<file path="config.mk">
export PLATFORM = sky130hd
export DESIGN_NAME = switch_port_control
export DESIGN_NICKNAME = d
export VERILOG_FILES = /design/src/common/port_ctrl_pkg.sv /design/src/hdl/port_ctrl_store.sv /design/src/hdl/switch_port_control.sv
export SDC_FILE = /design/constraint.sdc
export NUM_CORES = 1
export LEC_CHECK = 0
export ABC_CLOCK_PERIOD_IN_PS = 2050
export BUFFER_PORTS_ARGS = -buffer_cell sky130_fd_sc_hd__buf_2
export CAP_MARGIN = 20
export CORE_MARGIN = 2
export CORE_UTILIZATION = 40
export CTS_BUF_LIST = sky130_fd_sc_hd__clkbuf_16
export DETAILED_ROUTE_END_ITERATION = 8
export PLACE_DENSITY = 0.79
export SYNTH_ARGS = -nofsm -noshare
export SYNTH_HDL_FRONTEND = slang
export SYNTH_SLANG_ARGS = --single-unit
</file>
<file path="constraint.sdc">
create_clock -name sys_clk -period 2.05 [get_ports sys_clk]
set_input_delay 0.41 -clock sys_clk [delete_from_list [all_inputs] [get_ports sys_clk]]
set_output_delay 0.41 -clock sys_clk [all_outputs]
set_load 0.03 [all_outputs]
</file>
<file path="src/common/port_ctrl_pkg.sv">
package port_ctrl_pkg;
	// ----------------------------------------------------------------
	// register map
	// ----------------------------------------------------------------
	localparam logic [4:0] port_control_off = 5'h04;
	localparam logic [4:0] reserved_port_word_off = 5'h05;
	localparam int forced_pause_bit = 15;
	localparam int egress_trailer_bit = 14;
	localparam int header_bit = 11;
	localparam int ingress_trailer_bit = 8;
	localparam int bypass_bit = 7;
	localparam logic [15:0] writable_mask = 16'hc983;
	localparam logic [1:0] state_disabled = 2'h0;
	localparam logic [1:0] state_blocking = 2'h1;
	localparam logic [1:0] state_learning = 2'h2;
	localparam logic [1:0] state_forwarding = 2'h3;
	localparam logic [1:0] cpu_attached_mode = 2'h0;
	localparam int num_ports = 6;

	// ----------------------------------------------------------------
	// carriers
	// ----------------------------------------------------------------
	typedef struct packed {
		logic [4:0] addr;
		logic wr;
		logic rd;
		logic [15:0] wdata;
	} reg_req_s;

	typedef struct packed {
		logic sof;
		logic eof;
		logic valid;
		logic dest_locked;
		logic dest_multicast;
		logic dest_control_plane_frame_entry;
		logic [5:0] dest_ports;
	} frame_info_s;
endpackage

</file>
<file path="src/hdl/port_ctrl_store.sv">
`timescale 1ns/1ns
`default_nettype none
// ----------------------------------------------------------------
// small register store: holds the control word with masked writes
// ----------------------------------------------------------------
module port_ctrl_store #(
	parameter int width = 16
) (
	// clock and reset
	input wire logic sys_clk,
	input wire logic resetn,
	// write side
	input wire logic wr_en,
	input wire logic [width-1:0] wr_mask,
	input wire logic [width-1:0] wr_data,
	input wire logic [width-1:0] reset_value,
	input wire logic load_reset,
	// read side
	output logic [width-1:0] q
);
	initial begin
		if (width < 1) $error("width must be positive");
	end

	// masked write; bits outside mask keep their value
	always_ff @(posedge sys_clk) begin
		if (!resetn || load_reset) begin
			q <= reset_value;
		end else if (wr_en) begin
			q <= (q & ~wr_mask) | (wr_data & wr_mask);
		end
	end
endmodule
`default_nettype wire

</file>
<file path="src/hdl/switch_port_control.sv">
`timescale 1ns/1ns
`default_nettype none
// ----------------------------------------------------------------
// per-port control logic of a small switch
// ----------------------------------------------------------------
module switch_port_control #(
	parameter int port_index = 0,
	parameter logic trailer_capable = 1'b0
) (
	// clock and reset
	input wire logic sys_clk,
	input wire logic resetn,
	// management register port
	input wire port_ctrl_pkg::reg_req_s reg_req,
	output logic [15:0] reg_rdata,
	output logic reg_rvalid,
	// straps and commands
	input wire logic [1:0] switch_config_pins,
	input wire logic strap_pause_enable,
	input wire logic soft_reset_cmd,
	input wire logic [5:0] egress_port_mask,
	// link status
	input wire logic duplex_full,
	input wire logic link_resolved,
	// ingress frame
	input wire port_ctrl_pkg::frame_info_s rx_frame,
	// egress frame
	input wire port_ctrl_pkg::frame_info_s tx_frame,
	// to forwarding core
	output logic rx_accept,
	output logic rx_learn,
	output logic [5:0] rx_dest_ports,
	output logic tx_accept,
	output logic tx_add_trailer,
	output logic rx_strip_trailer,
	output logic flow_control_en,
	output logic back_pressure_en,
	output logic queue_release,
	output logic [1:0] stp_port_state
);
	import port_ctrl_pkg::*;

	typedef enum {idle_st, in_frame_st} frame_phase_e;

	initial begin
		if (port_index < 0 || port_index >= num_ports)
			$error("port_index out of range");
	end

	logic [15:0] ctrl_q;
	logic [15:0] ctrl_reset;
	logic [15:0] ctrl_wmask;
	logic ctrl_wr;
	logic [1:0] state_reset;
	logic [1:0] rx_state_reg;
	logic [1:0] tx_state_reg;
	frame_phase_e rx_phase_reg;
	frame_phase_e tx_phase_reg;

	// ----------------------------------------------------------------
	// helper functions
	// ----------------------------------------------------------------
	// control-plane frame: multicast destination with management entry
	function automatic logic is_ctrl_plane(input frame_info_s f);
		is_ctrl_plane = f.dest_multicast && f.dest_control_plane_frame_entry;
	endfunction

	// does a given state admit this frame
	function automatic logic state_admits(input logic [1:0] st,
		input frame_info_s f);
		case (st)
			state_disabled: state_admits = 1'b0;
			state_blocking: state_admits = is_ctrl_plane(f);
			state_learning: state_admits = is_ctrl_plane(f);
			default: state_admits = 1'b1;
		endcase
	endfunction

	// ----------------------------------------------------------------
	// register store
	// ----------------------------------------------------------------
	// reset value depends on straps
	assign state_reset = (switch_config_pins == cpu_attached_mode) ?
		state_disabled : state_forwarding;
	assign ctrl_reset = {14'h0000, state_reset};
	assign ctrl_wr = reg_req.wr && (reg_req.addr == port_control_off);

	// pause bit writable only while disabled; reserved bits masked
	always_comb begin
		ctrl_wmask = writable_mask;
		if (ctrl_q[1:0] != state_disabled) begin
			ctrl_wmask[forced_pause_bit] = 1'b0;
		end
	end

	port_ctrl_store #(
		.width(16)
	) u_store (
		.sys_clk(sys_clk),
		.resetn(resetn),
		.wr_en(ctrl_wr),
		.wr_mask(ctrl_wmask),
		.wr_data(reg_req.wdata),
		.reset_value(ctrl_reset),
		.load_reset(soft_reset_cmd),
		.q(ctrl_q)
	);

	// register read port
	always_ff @(posedge sys_clk) begin
		if (!resetn) begin
			reg_rdata <= 16'h0000;
			reg_rvalid <= 1'b0;
		end else begin
			reg_rvalid <= reg_req.rd;
			if (reg_req.rd && reg_req.addr == port_control_off) begin
				reg_rdata <= ctrl_q & writable_mask;
			end else begin
				reg_rdata <= 16'h0000;
			end
		end
	end

	// ----------------------------------------------------------------
	// frame boundary state capture
	// ----------------------------------------------------------------
	// ingress side: state latched at frame start keeps frames intact
	always_ff @(posedge sys_clk) begin
		if (!resetn) begin
			rx_phase_reg <= idle_st;
			rx_state_reg <= state_disabled;
		end else begin
			case (rx_phase_reg)
				idle_st: begin
					rx_state_reg <= ctrl_q[1:0];
					if (rx_frame.valid && rx_frame.sof && !rx_frame.eof)
						rx_phase_reg <= in_frame_st;
				end
				in_frame_st: begin
					if (rx_frame.valid && rx_frame.eof)
						rx_phase_reg <= idle_st;
				end
				default: rx_phase_reg <= idle_st;
			endcase
		end
	end

	// egress side: same frame-boundary capture
	always_ff @(posedge sys_clk) begin
		if (!resetn) begin
			tx_phase_reg <= idle_st;
			tx_state_reg <= state_disabled;
		end else begin
			case (tx_phase_reg)
				idle_st: begin
					tx_state_reg <= ctrl_q[1:0];
					if (tx_frame.valid && tx_frame.sof && !tx_frame.eof)
						tx_phase_reg <= in_frame_st;
				end
				in_frame_st: begin
					if (tx_frame.valid && tx_frame.eof)
						tx_phase_reg <= idle_st;
				end
				default: tx_phase_reg <= idle_st;
			endcase
		end
	end

	// ----------------------------------------------------------------
	// frame decisions
	// ----------------------------------------------------------------
	logic [1:0] rx_eff_state;
	logic [1:0] tx_eff_state;
	logic [5:0] mask_eff;
	assign rx_eff_state = (rx_phase_reg == idle_st) ? ctrl_q[1:0] :
		rx_state_reg;
	assign tx_eff_state = (tx_phase_reg == idle_st) ? ctrl_q[1:0] :
		tx_state_reg;

	// egress mask, bypassed for locked destinations when enabled
	always_comb begin
		mask_eff = egress_port_mask;
		if (ctrl_q[bypass_bit] && rx_frame.dest_locked)
			mask_eff = 6'h3f;
	end

	// ingress admission and forwarding decision
	always_ff @(posedge sys_clk) begin
		if (!resetn) begin
			rx_accept <= 1'b0;
			rx_learn <= 1'b0;
			rx_dest_ports <= 6'h00;
		end else begin
			rx_accept <= rx_frame.valid &&
				state_admits(rx_eff_state, rx_frame);
			rx_learn <= rx_frame.valid &&
				(rx_eff_state == state_learning ||
				 rx_eff_state == state_forwarding);
			rx_dest_ports <= rx_frame.valid ?
				(rx_frame.dest_ports & mask_eff) : 6'h00;
		end
	end

	// egress admission and trailer controls
	always_ff @(posedge sys_clk) begin
		if (!resetn) begin
			tx_accept <= 1'b0;
			tx_add_trailer <= 1'b0;
			rx_strip_trailer <= 1'b0;
		end else begin
			tx_accept <= tx_frame.valid &&
				state_admits(tx_eff_state, tx_frame);
			tx_add_trailer <= trailer_capable &&
				ctrl_q[egress_trailer_bit];
			rx_strip_trailer <= trailer_capable &&
				ctrl_q[ingress_trailer_bit];
		end
	end

	// pause selection by duplex, queue release, state view
	always_ff @(posedge sys_clk) begin
		if (!resetn) begin
			flow_control_en <= 1'b0;
			back_pressure_en <= 1'b0;
			queue_release <= 1'b0;
			stp_port_state <= 2'h0;
		end else begin
			flow_control_en <= link_resolved && duplex_full &&
				(ctrl_q[forced_pause_bit] || strap_pause_enable);
			back_pressure_en <= link_resolved && !duplex_full &&
				(ctrl_q[forced_pause_bit] || strap_pause_enable);
			queue_release <= (ctrl_q[1:0] == state_disabled);
			stp_port_state <= ctrl_q[1:0];
		end
	end
endmodule
`default_nettype wire

</file>
## Word level (Yosys, flattened, before mapping)

Index checks and enable logic that the tools add are counted.

| operators by class | value |
|---|---|
| add/subtract/negate cells | 0 |
| multipliers | 0 |
| divide/modulo/power cells | 0 |
| magnitude comparators | 0 |
| equality and inequality tests | 12 |
| shift operators | 0 |
| multiplexer cells | 17 |
| bitwise gates (word level) | 5 |
| reductions and logical operators | 41 |

Operator list:

| operator | number |
|---|---|
| $logic_not A32 Y1 | 4 |
| $mux W32 | 4 |
| $pmux W32 S2 | 2 |
| $eq A32 B1 Y1 const B | 2 |
| $and A16 B16 Y16 | 2 |
| $logic_and A1 B1 Y1 | 18 |
| $not A16 Y16 | 1 |
| $or A16 B16 Y16 | 1 |
| $mux W2 | 5 |
| $logic_not A2 Y1 | 4 |
| $ne A2 B2 Y1 const B | 4 |
| $reduce_and A2 Y1 | 4 |
| $and A6 B6 Y6 | 1 |
| $eq A2 B2 Y1 const B | 3 |
| $mux W6 | 1 |
| $eq A5 B3 Y1 const B | 1 |
| $eq A2 B1 Y1 const B | 2 |
| $logic_not A1 Y1 | 4 |
| $pmux W1 S2 | 2 |
| $reduce_bool A2 Y1 | 2 |
| $reduce_or A2 Y1 | 2 |
| $logic_or A1 B1 Y1 | 3 |
| $mux W1 | 3 |

| word-level totals | value |
|---|---|
| flip-flop bits (word level) | 115 |
| bits in latches | 0 |
| RAM bits | 0 |
| memory bits (read-only) | 0 |
| logic and storage cells | 92 |
| memories | 0 |

## Logic depth before layout (Yosys ltp)

| depth | value |
|---|---|
| word-level depth | 7 |
| gate-level depth with buffers | 5 |

## Hierarchy

From an unflattened synthesis, not the netlist that was laid out.

| unflattened totals | value |
|---|---|
| cells, all modules | 208 |
| area total of the unflattened synthesis | 2028.2 µm² |

By module, submodules not included:

| module | times used | cells each | area each (µm²) | sequential area each (µm²) |
|---|---|---|---|---|
| switch_port_control | 1 | 105 | 1081.0 | 560.5 |
| port_ctrl_store | 1 | 103 | 947.2 | 480.5 |

## Worst setup path after synthesis

Ideal clock, no wire load.

| timing path | value |
|---|---|
| path kind | input port to flip-flop |
| from | in reg_req[19] in the netlist's numbering |
| to | reg u_store.q[0], enable pin |
| setup time | 0.327 ns |
| data arrival time | 1.309 ns |
| path slack | 0.413 ns |
| cell stages on the path | 3 |
| path buffers | 1 |
| path through | or4b_1 -> buf_2 -> o21ai_0 |

| between the ends | value |
|---|---|
| word-level cells in the longest chain between the ends | 3 |

RTL lines:

| item | RTL line | source |
|---|---|---|
| from (decl) | switch_port_control.sv:14 | `input wire port_ctrl_pkg::reg_req_s reg_req,` |
| $eq A5 B3 Y1 | switch_port_control.sv:86 | `assign ctrl_wr = reg_req.wr && (reg_req.addr == port_control_off);` |
| $logic_and A1 B1 Y1 | switch_port_control.sv:86 |  |
| $reduce_bool A2 Y1 (no source line) | -- |  |
| to (signal assigned) | port_ctrl_store.sv:28 | `q <= reset_value;` |
| to (signal assigned) | port_ctrl_store.sv:30 | `q <= (q & ~wr_mask) \| (wr_data & wr_mask);` |
| to (decl) | port_ctrl_store.sv:19 | `output logic [width-1:0] q` |

Every way passes these cells.
A chain may end at the register's enable or synchronous reset.

## Worst setup path in the final report

Ends and elaborated chain as after synthesis.

==> out/results.txt <==
Top Ports = 94
reg-to-reg slack, setup = 0.61 ns
Netlist cell types = 28
Slowest cell on crit path = or4b_1
VDD IR-drop max = 0.3833 mV
Startpoint Class = input port
CP bufs+invs = 1
reg2reg path depth = 5
clock buffer depth = 2
Wirelength per Cell = 11.06 microns
Hold Path Class = in -> reg
HPWL after detailed placement = 2.067 mm
crit path kind = in -> reg
Util after Layout = 57.62%
Total GRT Usage = 15.45%
Biggest register = reg_rdata
P&R area growth vs syn = 35.07%
reg2reg end = tx_accept$_SDFF_PN0_
depth of the CTS H-tree = 2
DR iter-0 viols = 71
Seq pwr share = 46.1%
TritonCTS clock tree = done
antenna fix cells = 0
via/cell ratio = 4.625
setup TNS = 0 ns
hold_buf cts = 0
Crit Path Max Fanout = 7
switch share = 23.09%
Worst setup EP type = register
clk_lat worst skew = 0.27 ns
Initial DRT Pass Iterations = 4
fin crit share = 76.78%
Crit. Startpoint = reg_req[19]
Regs by FF count = reg_rdata: 7 flops, rx_dest_ports: 6 flops, u_store.q: 6 flops
Buffers on Ports = 66
FMAX = 0.6353 GHz
Synth Register Bits = 35
Async S/R FF share, synth = 0%
Clock power frac = 41.7%
Leakage Power = 0.0009227 uW
RSZ-0062 raised after global routing = no
die height = 61.53 microns
Gate power share = 12.2%
final setup fails = 0
CP delay by family, top = simple AND/OR/NAND/NOR gates
Final Wtd Congestion = 0.7086
number of flip-flops in the largest register = 7
post-CTS setup buffers = 0
Vias = 1110
Yosys warnings = 0
post-cts resize count = 0
Mapped Cells = 127
Post-synth EDFFs = 2
crit path cell chain = buf_2, or4b_1, o21ai_0
initial antenna violation count = 0
grt total ovfl = 0
Worst Clk Skew = 0.004741 ns
core area = 3103 sq um
CP max stage delay = 0.67 ns
post-synth top area cell = dfxtp_1
Final Max Slew Viols = 0
WL final = 2.654 mm
total die area = 3785 sq um
top cells by area, synth = dfxtp_1 50%, buf_4 6.2%, and2_1 6.1%, o211a_1 4.5%, edfxtp_1 4.5%
Synth Area per Inst = 10.42 sq um
ANT nets after route = 0
pin count of the biggest net entering global routing = 17
clock-pin slew on the worst setup and hold paths = 0.05 ns
most frequent cells in the layout = 66 x buf_2, 33 x dfxtp_1, 13 x and2_1
TritonCTS Buffers = 5
vias in the first global route = 981
reg2reg start = u_store.q[0]$_DFFE_PP_
final hold vios = 0
Root Driver = clkbuf_16
commonest non-fill, non-tap cell in the layout = buf_2
cell-internal power = 1227 uW
Tmin final = 1.574 ns
critical path depth = 3
Site Rows = 20
Cell Area, Synth = 1324 sq um
max-cap violations = 0
CP Capture Point = u_store.q[0]$_DFFE_PP_
share of the synthesized area in the top cell type = 49.91%
Initial Utilization = 42.66%
WP data required = 2.00 ns
post-synthesis sequential area ratio = 54.44%
nets@finish = 259
share of layout cells above drive strength 1 = 37.76%
Pwr Density = 892.0 nW/um^2
status = complete, no violations
Synth Flop Type = dfxtp_1
first-pass GRT wire length = 4.167 mm
DRC = 0
CTS Sinks = 35
Die W = 61.53 microns
critical path arrival = 1.52 ns
P_sw = 368.2 uW
-- stage by stage --
step | setup WS [ns] | total power, uW | std cells | hold slack (ns) | area, sq um
after global routing | 0.4106 | 1679 | 240 | 0.3236 | 1788
final | 0.4759 | 1595 | 240 | 0.3178 | 1788
after detailed placement | 0.1897 | 944.1 | 233 | 0.4400 | 1655
after floorplan | 0.4133 | 884.2 | 137 | 0.4229 | 1361
after global placement | 0.2153 | 938.4 | 233 | 0.4395 | 1655
after CTS | 0.4846 | 1620 | 240 | 0.3083 | 1788
-- power by group through the flow --
| stage | Clock, uW | Combinational [uW] | Sequential, uW |
|---|---|---|---|
| after floorplan | 0 | 108 | 777 |
| after global placement | 0 | 191 | 748 |
| after detailed placement | 0 | 195 | 749 |
| after CTS | 688 | 196 | 736 |
| after global routing | 723 | 219 | 738 |
| final | 665 | 194 | 736 |
-- cell type report --
type,instances,area [sq um]
Fill cell,310,1315
Sequential cell,35,720.7
Multi-Input combinational cell,86,538.0
Timing Repair Buffer,67,337.8
Clock buffer,5,125.1
Tap cell,44,55.05
Clock inverter,2,7.507
Inverter,1,3.754
-- kinds of logic (layout without fill, tap and decap cells) --
kind of cell               Yosys count  in the layout  share of synthesized area, %
other                                1             11                        0.2833
adders and majority gates            2              2                         1.890
buffers and inverters               16             75                         7.750
AOI/OAI and AO/OA                   24             24                         12.85
DFF                                 35             35                         54.44
muxes                                4              4                         3.025
and+or+nand+nor                     45             45                         19.76
-- worst min path at each step --
stage / startpoint / endpoint / slack (ns) / depth (start not counted)
6_report: duplex_full / back_pressure_en$_SDFF_PN0_ / 0.32 / 2
3_3_place_gp: u_store.q[11]$_SDFFE_PN0P_ / reg_rdata[11]$_SDFF_PN0_ / 0.44 / 1
4_1_cts: duplex_full / back_pressure_en$_SDFF_PN0_ / 0.31 / 2
3_5_place_dp: u_store.q[11]$_SDFFE_PN0P_ / reg_rdata[11]$_SDFF_PN0_ / 0.44 / 1
5_1_grt: duplex_full / back_pressure_en$_SDFF_PN0_ / 0.32 / 2
2_1_floorplan: u_store.q[11]$_SDFFE_PN0P_ / reg_rdata[11]$_SDFF_PN0_ / 0.42 / 1
-- synth_stat cells, types with 2 or more instances --
master	number
o21ai_0	6
dfxtp_1	33
o211a_1	6
nor2_1	8
nor2b_1	6
ha_1	2
nand2b_1	2
nand2_1	5
o21a_1	2
nand3_1	5
and2_1	13
mux2i_1	4
a21oi_1	7
edfxtp_1	2
clkbuf_1	3
buf_4	11
-- per-layer routing --
layer | wire, microns | vias to the layer above | global-route usage, %
met1 | 1039 | 487 | 15.96
met2 | 1267 | 64 | 26.47
li1 | - | 552 | -
met4 | 66 | 0 | 8.207
met5 | 0 | - | 0
met3 | 281 | 7 | 6.513
No activity file was read; power rests on OpenSTA's default activity.
